**config.mk**
```make
export PLATFORM = sky130hd
export DESIGN_NAME = ivm_mapper
export DESIGN_NICKNAME = d
export VERILOG_FILES = /design/src/design/ivm_mapper.v
export VERILOG_INCLUDE_DIRS = /design/src /design/src/design
export SDC_FILE = /design/constraint.sdc
export NUM_CORES = 1
export LEC_CHECK = 0
export BUFFER_PORTS_ARGS = -buffer_cell sky130_fd_sc_hd__buf_2
export CAP_MARGIN = 20
export CORE_AREA = 4 4 134 136
export DETAILED_ROUTE_END_ITERATION = 7
export DIE_AREA = 0 0 138 140
export SLEW_MARGIN = 5
export SYNTH_ARGS = -nofsm -noshare
export SYNTH_HDL_FRONTEND = slang
export SYNTH_SLANG_ARGS = --single-unit
```
**constraint.sdc**
```tcl
create_clock -name mclk -period 5.4 [get_ports mclk]
set_clock_uncertainty 0.1 [all_clocks]
set_input_delay 1.62 -clock mclk [delete_from_list [all_inputs] [get_ports mclk]]
set_output_delay 1.62 -clock mclk [all_outputs]
set_load 0.03 [all_outputs]
```
**src/design/ivm_defines.vh**
```
`ifndef IVM_DEFINES_VH
`define IVM_DEFINES_VH

// vector address = base + (TOP_OFFSET - 4 * vector)
`define IVM_TOP_OFFSET      32'h0000_03fc
`define IVM_TABLE_BASE_RESET 32'h000f_fc00
// exception and request vector numbers
`define IVM_VEC_IPROT       8'h06
`define IVM_VEC_DPROT       8'h07
`define IVM_VEC_DERR        8'h08
`define IVM_VEC_UNDEF       8'h0e
`define IVM_VEC_NMI         8'h0f
`define IVM_NMI_LEVEL       5'h0f
// peripheral vector range with level registers
`define IVM_VEC_PERI_FIRST  8'h10
`define IVM_VEC_PERI_LAST   8'h3f
// first vector of the software interrupt instruction range
`define IVM_VEC_SOFT_FIRST  8'h42
// vectors of note
`define IVM_VEC_MFS0_TX     8'h15
`define IVM_VEC_CAL_SUB     8'h2f
`define IVM_VEC_RAM_SBE     8'h3d
// vectors with no dma resource index
`define IVM_VEC_NORES_A0    8'h22
`define IVM_VEC_NORES_A1    8'h25
`define IVM_VEC_NORES_B0    8'h32
`define IVM_VEC_NORES_B1    8'h33
`define IVM_VEC_NORES_C0    8'h3e

`endif

```
**src/design/ivm_mapper.v**
```verilog
`include "ivm_defines.vh"

module ivm_mapper #(
  parameter LEVEL_W = 5,
  parameter NUM_LVL = 48
) (
  // clock and reset
  input  wire                       mclk,
  input  wire                       sys_rst,
  // table base and level registers
  input  wire [31:0]                vectorTableBase,
  input  wire [NUM_LVL*LEVEL_W-1:0] sourceLevelRegister,
  // mapping request
  input  wire                       reqValid,
  input  wire [7:0]                 reqVector,
  // source qualifiers for dma
  input  wire                       srcI2cStatus,
  input  wire                       srcClockCalib,
  input  wire                       srcRamEcc,
  input  wire                       srcUpdownCounter2,
  input  wire                       srcGraphics,
  // mapping result
  output reg                        mapValid,
  output reg  [7:0]                 mapVector,
  output reg  [31:0]                vectorAddress,
  output reg  [LEVEL_W-1:0]         vectorLevel,
  output reg                        levelPresent,
  output reg                        levelFixed,
  output reg                        softInterrupt,
  output reg                        faultException,
  // dma request
  output reg                        dmaRequest,
  output reg                        dmaIndexValid,
  output reg  [5:0]                 dmaResourceIndex
);

  // offset of a vector inside the table
  // runs from 0x3fc down to 0 and never wraps; the 32-bit sum with a base near the top of memory wraps
  function [31:0] vecOffset;
    input [7:0] v;
    begin
      vecOffset = `IVM_TOP_OFFSET - {22'h0, v, 2'h0};
    end
  endfunction

  // vector lies in the range served by level registers
  function isPeri;
    input [7:0] v;
    begin
      if (v < `IVM_VEC_PERI_FIRST)
        isPeri = 1'h0;
      else if (v > `IVM_VEC_PERI_LAST)
        isPeri = 1'h0;
      else
        isPeri = 1'h1;
    end
  endfunction

  // level register index, also the dma resource index
  function [5:0] levelIndex;
    input [7:0] v;
    reg   [7:0] diff;
    begin
      diff       = v - `IVM_VEC_PERI_FIRST;
      levelIndex = diff[5:0];
    end
  endfunction

  // resource index present for this vector
  function hasResource;
    input [7:0] v;
    begin
      // exceptions below 16, software or reserved above 63
      if (!isPeri(v))
        hasResource = 1'h0;
      // can controllers and real time clock
      else if ((v >= `IVM_VEC_NORES_A0) && (v <= `IVM_VEC_NORES_A1))
        hasResource = 1'h0;
      // free-run timers
      else if ((v == `IVM_VEC_NORES_B0) || (v == `IVM_VEC_NORES_B1))
        hasResource = 1'h0;
      // dma completion and delay interrupt
      else if (v >= `IVM_VEC_NORES_C0)
        hasResource = 1'h0;
      else
        hasResource = 1'h1;
    end
  endfunction

  // protection, access error and undefined opcode exceptions
  function isFault;
    input [7:0] v;
    begin
      if (v == `IVM_VEC_IPROT)
        isFault = 1'h1;
      else if (v == `IVM_VEC_DPROT)
        isFault = 1'h1;
      else if (v == `IVM_VEC_DERR)
        isFault = 1'h1;
      else if (v == `IVM_VEC_UNDEF)
        isFault = 1'h1;
      else
        isFault = 1'h0;
    end
  endfunction

  // any source that must never turn into a dma request
  // the i2c qualifier is raised only for status caused by reception
  function dmaBlocked;
    input i2cStatus;
    input clockCalib;
    input ramEcc;
    input updown2;
    input graphics;
    begin
      dmaBlocked = 1'h0;
      if (i2cStatus)
        dmaBlocked = 1'h1;
      if (clockCalib)
        dmaBlocked = 1'h1;
      if (ramEcc)
        dmaBlocked = 1'h1;
      if (updown2)
        dmaBlocked = 1'h1;
      if (graphics)
        dmaBlocked = 1'h1;
    end
  endfunction

  // request decode
  wire               isPeripheral = isPeri(reqVector);
  wire               isNmi        = (reqVector == `IVM_VEC_NMI);
  wire               isSoft       = (reqVector >= `IVM_VEC_SOFT_FIRST);
  wire [5:0]         levelSel     = levelIndex(reqVector);
  wire               withIndex    = hasResource(reqVector);
  wire               blocked      = dmaBlocked(srcI2cStatus, srcClockCalib, srcRamEcc,
                                               srcUpdownCounter2, srcGraphics);

  // next values of the registered outputs
  reg                next_valid;
  reg  [7:0]         next_vector;
  reg  [31:0]        next_address;
  reg  [LEVEL_W-1:0] next_level;
  reg                next_present;
  reg                next_fixed;
  reg                next_soft;
  reg                next_fault;
  reg                next_dma;
  reg                next_indexValid;
  reg  [5:0]         next_index;

  // strobes last one cycle per taken request
  // back-to-back requests give back-to-back strobes
  always @*
  begin
    next_valid = reqValid;
    // a blocked source keeps its index but raises no request
    next_dma   = reqValid && withIndex && !blocked;
  end

  // data outputs hold between requests for a late reader
  always @*
  begin
    next_vector  = mapVector;
    next_address = vectorAddress;
    if (reqValid)
    begin
      next_vector  = reqVector;
      // single-bit RAM errors at 61 land at 0x308, mfs0 tx at 0x3a8
      next_address = vectorTableBase + vecOffset(reqVector);
    end
  end

  // level: fixed for the non-maskable vector, register for peripherals
  // level registers are read only for vectors 16..63
  always @*
  begin
    next_level = vectorLevel;
    if (reqValid)
    begin
      if (isNmi)
        next_level = `IVM_NMI_LEVEL;
      else if (isPeripheral)
        // vector 21 -> register 5, vector 47 -> register 31
        next_level = sourceLevelRegister[levelSel*LEVEL_W +: LEVEL_W];
      else
        next_level = {LEVEL_W{1'h0}};
    end
  end

  // classification flags
  always @*
  begin
    next_present = levelPresent;
    next_fixed   = levelFixed;
    next_soft    = softInterrupt;
    next_fault   = faultException;
    if (reqValid)
    begin
      // exceptions 6 and 7 report no level
      next_present = isPeripheral || isNmi;
      next_fixed   = isNmi;
      next_soft    = isSoft;
      next_fault   = isFault(reqVector);
    end
  end

  // dma index reporting
  // index is meaningful only while dmaIndexValid is high
  always @*
  begin
    next_indexValid = dmaIndexValid;
    next_index      = dmaResourceIndex;
    if (reqValid)
    begin
      next_indexValid = withIndex;
      next_index      = levelSel;
    end
  end

  // every output comes from a register below; reset clears all of them
  // strobe registers
  always @(posedge mclk)
  begin
    if (sys_rst)
    begin
      mapValid   <= 1'h0;
      dmaRequest <= 1'h0;
    end
    else
    begin
      mapValid   <= next_valid;
      dmaRequest <= next_dma;
    end
  end

  // address, vector and level registers
  always @(posedge mclk)
  begin
    if (sys_rst)
    begin
      mapVector     <= 8'h00;
      vectorAddress <= 32'h0000_0000;
      vectorLevel   <= {LEVEL_W{1'h0}};
    end
    else
    begin
      mapVector     <= next_vector;
      vectorAddress <= next_address;
      vectorLevel   <= next_level;
    end
  end

  // classification registers
  always @(posedge mclk)
  begin
    if (sys_rst)
    begin
      levelPresent   <= 1'h0;
      levelFixed     <= 1'h0;
      softInterrupt  <= 1'h0;
      faultException <= 1'h0;
    end
    else
    begin
      levelPresent   <= next_present;
      levelFixed     <= next_fixed;
      softInterrupt  <= next_soft;
      faultException <= next_fault;
    end
  end

  // dma index registers
  always @(posedge mclk)
  begin
    if (sys_rst)
    begin
      dmaIndexValid    <= 1'h0;
      dmaResourceIndex <= 6'h00;
    end
    else
    begin
      dmaIndexValid    <= next_indexValid;
      dmaResourceIndex <= next_index;
    end
  end

endmodule

```
== After elaboration in Yosys (flattened, before gate mapping) ==
Cells that the tools add are included.
Word-level totals
  register bits after elaboration: 58
  input bits: 288
  output and inout bits: 58
  word-level logic and storage cells: 52
Cells by class
  add/subtract/negate cells: 3
  $mul: 1
  $lt $le $gt $ge: 6
  eq/ne operators: 7
  shift operators: 1
  multiplexer cells: 17
  reduce and logical (&&, ||, !) cells: 6
Operator list (number)
  indexed part select 240 x 10 -> 5 bit: 1
  adder 32 bit: 1
  equality test 8 x 4 -> 1 bit (second input constant): 3
  equality test 8 x 3 -> 1 bit (second input constant): 2
  equality test 8 x 6 -> 1 bit (second input constant): 2
  greater-or-equal comparator 8 x 6 -> 1 bit (second input constant): 2
  two-way mux 1 bit: 15
  subtractor 10 x 10 -> 11 bit (first input constant): 1
  two-way mux 5 bit: 2
  multiplier 6 x 3 -> 9 bit (second input constant): 1
  greater-or-equal comparator 8 x 7 -> 1 bit (second input constant): 1
  greater-than comparator 8 x 6 -> 1 bit (second input constant): 1
  less-or-equal comparator 8 x 6 -> 1 bit (second input constant): 1
  less-than comparator 8 x 5 -> 1 bit (second input constant): 1
  subtractor 6 x 5 -> 6 bit (second input constant): 1
  logical AND 1 bit: 3
  logical OR 1 bit: 2
  zero test 1 bit: 1

== Longest topological paths before layout ==
Gate-level depths: netlist (run 1).
  depth after elaboration: 7
  gate-level depth with buffers: 10
  depth with buffers taken out: 8

== Worst setup path before layout (run 1) ==
OpenSTA, ideal clock, no wires.
  path kind: input port to flip-flop
  start point: input port reqVector[0]
  end point: register vectorAddress[12]
  setup time: 0.091 ns
  arrival time: 3.584 ns
  required time: 5.209 ns
  slack: 1.625 ns
  stages: 10
  path buffers: 2
  path through: buf_6 buf_12 inv_2 ha_1 fa_1 a21o_1 a21oi_1 o21a_1 o21ai_0 a311oi_1
Between the ends
  cells in the longest elaborated chain, start to end: 2
RTL lines
  start: declaration: RTL line ivm_mapper.v:15  | input wire [7:0] reqVector,
  subtractor 10 x 10 -> 11 bit (no source line)
  adder 32 bit: RTL line ivm_mapper.v:170  | next_address = vectorTableBase + vecOffset(reqVector);
  end signal: assignment: RTL line ivm_mapper.v:249  | vectorAddress <= next_address;
  end: declaration: RTL line ivm_mapper.v:25  | output reg [31:0] vectorAddress,
No other way between the ends.
A chain may end at the register's enable or synchronous reset.

== Worst setup path after layout (run 1) ==
  start point: input port reqVector[3]
  end point: register vectorAddress[15]
The elaborated chain is that of the path after synthesis.

==> results of run 1 <==
-- cell usage after synthesis (7+ instances only) --
library cell,instances,area share [%]
nor4_1,10,1.2
a22oi_1,8,1.2
a22o_1,10,1.7
mux4_2,53,24
nand4_1,13,1.6
buf_4,8,1.2
nand3_1,34,3.4
o21ai_0,15,1.5
o221ai_1,7,1.2
nor2b_1,10,1.2
a32oi_1,8,1.4
buf_2,11,1.1
nor3_1,13,1.3
ha_1,11,2.7
dfxtp_1,54,22
nand2_1,24,1.8
clkbuf_1,17,1.3
inv_1,8,0.60
a211o_1,7,1.2
and3_1,15,1.9
a21oi_1,25,2.5
mux2i_1,37,7.4
nor2_1,40,3.0
-- cell type report --
cell class | count | area (sq um)
flip-flops and latches | 54 | 1080
fillers | 1795 | 9940
clock inverters | 3 | 21.3
inverters | 14 | 52.6
clock buffers | 5 | 125
well taps | 225 | 282
multi-input cells | 412 | 3640
diodes | 3 | 7.51
repair buffers | 352 | 1790
-- worst max-delay path, cell delays in order --
cell and delay [ns]:
buf_2 0.42, inv_2 0.23, ha_1 0.41, nand4_1 0.21, a2111o_1 0.73, and4b_1 0.29
nor4_1 0.24
-- power breakdown --
part | total [mW] | internal, mW | switching [mW]
Sequential | 0.442 | 0.426 | 0.0156
Combinational | 0.504 | 0.231 | 0.273
Clock | 0.333 | 0.173 | 0.160
-- layer usage --
layer | routed length [microns] | vias up
met1 | 9330 | 2796
met3 | 2080 | 24
met5 | 13 | -
met2 | 10900 | 306
met4 | 397 | 2
li1 | - | 2750
-- cells by family after synthesis --
kind of cell	after synthesis	share of synthesized area, %
simple gates	182	19.3
compound gates	124	18.2
mux	90	31.1
buf+inv	59	6.05
flops	54	21.5
fa+ha+maj	12	3.14
xor+xnor	4	0.697
-- worst paths after layout --
check,depth (start not counted),slack (ns),startpoint,to
setup / recovery,7,1.34,reqVector[3],vectorAddress[15]
hold / removal,2,0.36,vectorAddress[10],vectorAddress[10]
setup reg to reg,3,4.32,vectorLevel[1],vectorLevel[1]
hold reg to reg,2,0.36,vectorAddress[10],vectorAddress[10]
-- per-stage QoR --
stage / hold WS, ns / util, %
6_report: 0.358 / 41.3
5_1_grt: 0.396 / 41.3
4_1_cts: 0.361 / 41.3
3_5_place_dp: 0.346 / 40.4
3_3_place_gp: 0.335 / 40.3
2_1_floorplan: 0.482 / -
-- layout by cell type (no fill, tap or decap), types with 8 or more instances in the layout --
cell type  instances
dfxtp_1           54
nor3_1            13
ha_1              11
nor2b_1           10
a22o_1            10
buf_4              8
nand2_1           24
buf_2            343
nor4_1            10
a21oi_1           25
nand4_1           13
a22oi_1            8
a32oi_1            8
nand3_1           34
o21ai_0           15
nor2_1            40
mux2i_1           37
and3_1            15
inv_1              8
mux4_2            53
-- flip-flops by register name, indices dropped and copies added (netlist names) --
| signal | cells |
|---|---|
| levelFixed | 1 |
| levelPresent | 1 |
| vectorAddress | 32 |
| dmaIndexValid | 1 |
| dmaResourceIndex | 2 |
| mapValid | 1 |
| mapVector | 8 |
| softInterrupt | 1 |
| dmaRequest | 1 |
| vectorLevel | 5 |
| faultException | 1 |
==> results_dict.tcl, run 1 <==
set metrics [dict create \
    use_met3_pct 5.09 \
    cts_root_buf "clkbuf_16" \
    drt_iter0_markers 368 \
    postRouteWirelength_microns 22700 \
    met1_usage_pct 29.0 \
    netlist_area_sq_um 5020 \
    stdcell_count 1068 \
    wl_per_cell_microns 21.3 \
    synthDistinctLibCells 64 \
    final_area_sq_um 7000 \
    setup_viol 0 \
    ys_ff_latch 54 \
    dr.pass1.iters 5 \
    syn_inst 525 \
    area_delta_synth_final_pct 39.2 \
    synth.avg_cell_area_sq_um 9.57 \
    powerDensity_nw_per_um2 183 \
    cts_buffer_depth 2 \
    fmax_mhz 246 \
    placed_cell_area_sq_um 6840 \
    grt_overflow 0 \
    grt_max_degree 48 \
    worst_ep_required_time_ns 5.50 \
    io_buffers 345 \
    grt_pass1_wl_microns 33500 \
    leakage_nw 3.29 \
    via_count 5878 \
    crit_path_max_fanout 22 \
    core_area_sq_um 16900 \
    syn_nets 825 \
    cts.repair.resized 0 \
    clock_sinks 54 \
    rows 48 \
    cts_tree "yes" \
    postCtsHoldBufs 0 \
    max_slew.worst_pin.slew_ns 0.992 \
    crit_arrival_ns 4.16 \
    io_pins 346 \
    rsz0062_at_grt "false" \
    power_mw 1.28 \
    tns_ns 0 \
    dieHeight_microns 140 \
    hold_path.class "reg2reg" \
    clk_latency_ns 0.29 \
    postRouteAntennaNets 0 \
    die_x_microns 138 \
    gp_congestion 0.875 \
    max-cap-violations 0 \
    relSlewSlack_pct 33.7 \
    postCtsSetupBuffers 0 \
    placed_cells 1057 \
    outcome "finished, final reports clean" \
    cp-end-kind "register" \
    grt_antenna_before_repair 3 \
    synthFlopType "dfxtp_1" \
    track_usage_pct 21.9 \
    use_met2_pct 36.9 \
    min_period_ns 4.06 \
    synth_edf_count 0 \
    layout-drive-gt1-share_pct 50.4 \
    fin_nets 1139 \
    hpwl_microns 19000 \
    fin_crit_sh_pct 75.1 \
    setup_slack_ns 1.34 \
    yosysWarningCount 0 \
    die_area_sq_um 19300 \
    grt_pass1_vias 5759 \
    busiest_layer "met2" \
    finalMaxSlewViolations 0 \
    htreeDepth 2 \
    worstSetupStartpointType "input port" \
    routed_via_density 5.50 \
    ir_drop_mv 0.140 \
    drc 0 \
    ys_async_sr_fraction_pct 0 \
    path_clk_slew_ns 0.07 \
    dp_slack_ns 1.08 \
    critPathKind "in2reg" \
    ys_seq_area_share_pct 21.5 \
    hold_violations 0 \
    start_util_pct 29.7 \
    cts_buffers 5 \
]
Power figures use the tool's default switching activity.
==> inputs of run 2 (changes only) <==
Settings changed: ABC_AREA from default to 1, CORE_AREA 4 4 134 136 to 4 4 131 133, DIE_AREA 0 0 138 140 to 0 0 135 137, PLACE_DENSITY from default to 0.68.
Clock period 5.4 ns to 3.8 ns, I/O delays scaled along.
==> run 2 against run 1 <==
  * Register-to-register slack got worse by 1.4 ns
  * Total power increased by 44%
  * Synthesized cell count increased by 110%
  * Final cell count increased by 54%
  * Largest cell class unchanged
  * Highest routed layer unchanged
==> results_dict.tcl, run 2 <==
set metrics [dict create \
    outcome "finished, final reports clean" \
    start_util_pct 35.5 \
    grt_max_degree 91 \
    io_buffers 345 \
    hold_path.class "reg2reg" \
    min_period_ns 3.14 \
    drc 0 \
    wl_per_cell_microns 15.3 \
    relSlewSlack_pct 41.8 \
    cp_slowest_cell "buf_4" \
    yosysWarningCount 0 \
    wl_met1_microns 11300 \
    routed_via_density 4.78 \
    leakage_nw 4.64 \
    diodes 0 \
    core_area_sq_um 15800 \
    path_clk_slew_ns 0.07 \
    dieHeight_microns 137 \
    dr.pass1.iters 8 \
    final_common_cell "nand2_1" \
    grt_overflow 0 \
    placed_cells 1634 \
    cts.repair.resized 0 \
    largest-register "vectorAddress" \
    netlist_area_sq_um 5610 \
    synthDistinctLibCells 36 \
    ir_drop_mv 0.169 \
    max_slew.worst_pin.slew_ns 0.872 \
    max-cap-violations 0 \
    cts_buffers 5 \
    synth.avg_cell_area_sq_um 5.02 \
    postCtsHoldBufs 0 \
    cts_root_buf "clkbuf_16" \
    dp_slack_ns 0.345 \
    grt_pass1_vias 7220 \
    ys_ff_latch 54 \
    grt_pass1_wl_microns 37500 \
    switching_share_pct 38.4 \
    layout-drive-gt1-share_pct 26.2 \
    synth.top_cell.area_share_pct 41.4 \
    final_cell_mix "nand2_1 (619), buf_2 (345), nor2_1 (123)" \
    crit_path_max_fanout 85 \
    switching_power_mw 0.706 \
    fmax_mhz 319 \
    largest_reg_flops 32 \
    cts_buffer_depth 2 \
    p_int_mw 1.13 \
    setup_viol 0 \
    grt_antenna_before_repair 1 \
    synthFlopType "dfxtp_1" \
    ys_async_sr_fraction_pct 0 \
    min-delay-start "levelFixed" \
    crit_start "reqVector[0]" \
    clkPwrFrac_pct 24.4 \
    clock_sinks 54 \
    rsz0062_at_grt "false" \
    htreeDepth 2 \
    tns_ns 0 \
    hold_violations 0 \
    postRouteAntennaNets 0 \
    via_count 7839 \
    area_delta_synth_final_pct 34.6 \
    power_mw 1.84 \
    p_comb_share_pct 41.6 \
    cp-end-kind "register" \
    top_layer_used "met5" \
    cpMostUsedCell "nand2_1" \
    synth_common_cells "nand2_1 (619), nor2_1 (123), inv_1 (62)" \
    reg.largest.list "vectorAddress (32), mapVector (8), vectorLevel (5)" \
    postRouteWirelength_microns 25100 \
    worstSetupStartpointType "input port" \
    synth_top_area_cell "nand2_1" \
    route.met2.wl_microns 11400 \
    syn_inst 1119 \
    gp_congestion 0.909 \
    finalMaxSlewViolations 0 \
    drt_iter0_markers 540 \
    seqPwrFrac_pct 34.0 \
    final_util_pct 47.7 \
    die_x_microns 135 \
    ys_seq_area_share_pct 19.3 \
    cp_cell_sequence "buf_2, buf_4, nand2_1, inv_2, nand2_1, nand2_1, nor2_1, nor2_1, nor2_1, nand2_1, nand3_1, nand2_1, nand2_1, a21oi_1" \
    crit_arrival_ns 3.26 \
    multi_input_area_sq_um 4010 \
    synth.most_common_cell "nand2_1" \
    rows 46 \
    nFillCells 1834 \
    setup_slack_ns 0.661 \
    fin_nets 1725 \
    cp_slowest_stage_delay_ns 0.63 \
    synthTopCellsByArea "nand2_1 (41%), dfxtp_1 (19%), nor2_1 (8.2%)" \
    clk_latency_ns 0.29 \
    reg2reg_from "vectorAddress[22]" \
    critPathKind "in2reg" \
    io_pins 346 \
    register_area_sq_um 1080 \
    syn_nets 1419 \
    met3_wirelength_microns 1860 \
    synth_edf_count 0 \
    track_usage_pct 25.3 \
    worst_ep_required_time_ns 3.93 \
    postCtsSetupBuffers 0 \
    cts_tree "yes" \
    fin_crit_sh_pct 82.6 \
    die_area_sq_um 18500 \
    hpwl_microns 20400 \
    powerDensity_nw_per_um2 243 \
    stdcell_count 1641 \
]
[run 2: power groups by stage]
stage	registers, mW	clock network (mW)	logic, mW
floorplan	0.707	0	0.381
global placement	0.635	0	0.760
detailed placement	0.636	0	0.760
CTS	0.623	0.457	0.764
global route	0.628	0.473	0.854
finish	0.624	0.448	0.764
[run 2: routing by layer]
| layer | vias up | global-route usage, % |
|---|---|---|
| met5 | - | 0 |
| met4 | 2 | 5.10 |
| met3 | 43 | 4.26 |
| met2 | 318 | 41.8 |
| met1 | 3421 | 34.9 |
| li1 | 4055 | - |
[run 2: worst paths after layout]
path | to | slack, ns | cells past startpoint
max | vectorLevel[0] | 0.66 | 14
min | levelFixed | 0.37 | 2
max reg2reg | vectorAddress[22] | 2.97 | 3
min reg2reg | levelFixed | 0.37 | 2
[run 2: cell type report]
| class | count | share of cell area [%] |
|---|---|---|
| tap | 216 | 3.58 |
| sequential | 54 | 14.3 |
| timing repair buffer | 357 | 24.0 |
| multi-input combinational | 940 | 53.0 |
| clock buffer | 7 | 1.75 |
| inverter | 67 | 3.33 |
[run 2: metrics by stage]
step	hold slack, ns	area, sq um
finish	0.366	7560
global route	0.385	7560
CTS	0.365	7560
detailed placement	0.355	7420
global placement	0.347	7420
floorplan	0.490	5610
[run 2: kinds of logic (layout without fill, tap and decap cells)]
group / count (synthesis) / in the layout / synth area share (%)
AND/OR/NAND/NOR: 822 / 822 / 57.7
buffers and inverters: 125 / 431 / 9.38
AO/OA/AOI/OAI: 95 / 95 / 9.12
flip-flops: 54 / 54 / 19.3
adder cells (fa/ha/maj): 12 / 12 / 2.81
XOR/XNOR: 11 / 11 / 1.72
[run 2: worst max-delay path: cells and delay by family]
kind,cells,cell delay (ns)
and+or+nand+nor,10,0.88
buffers and inverters,3,1.13
AOI/OAI and AO/OA,1,0.11
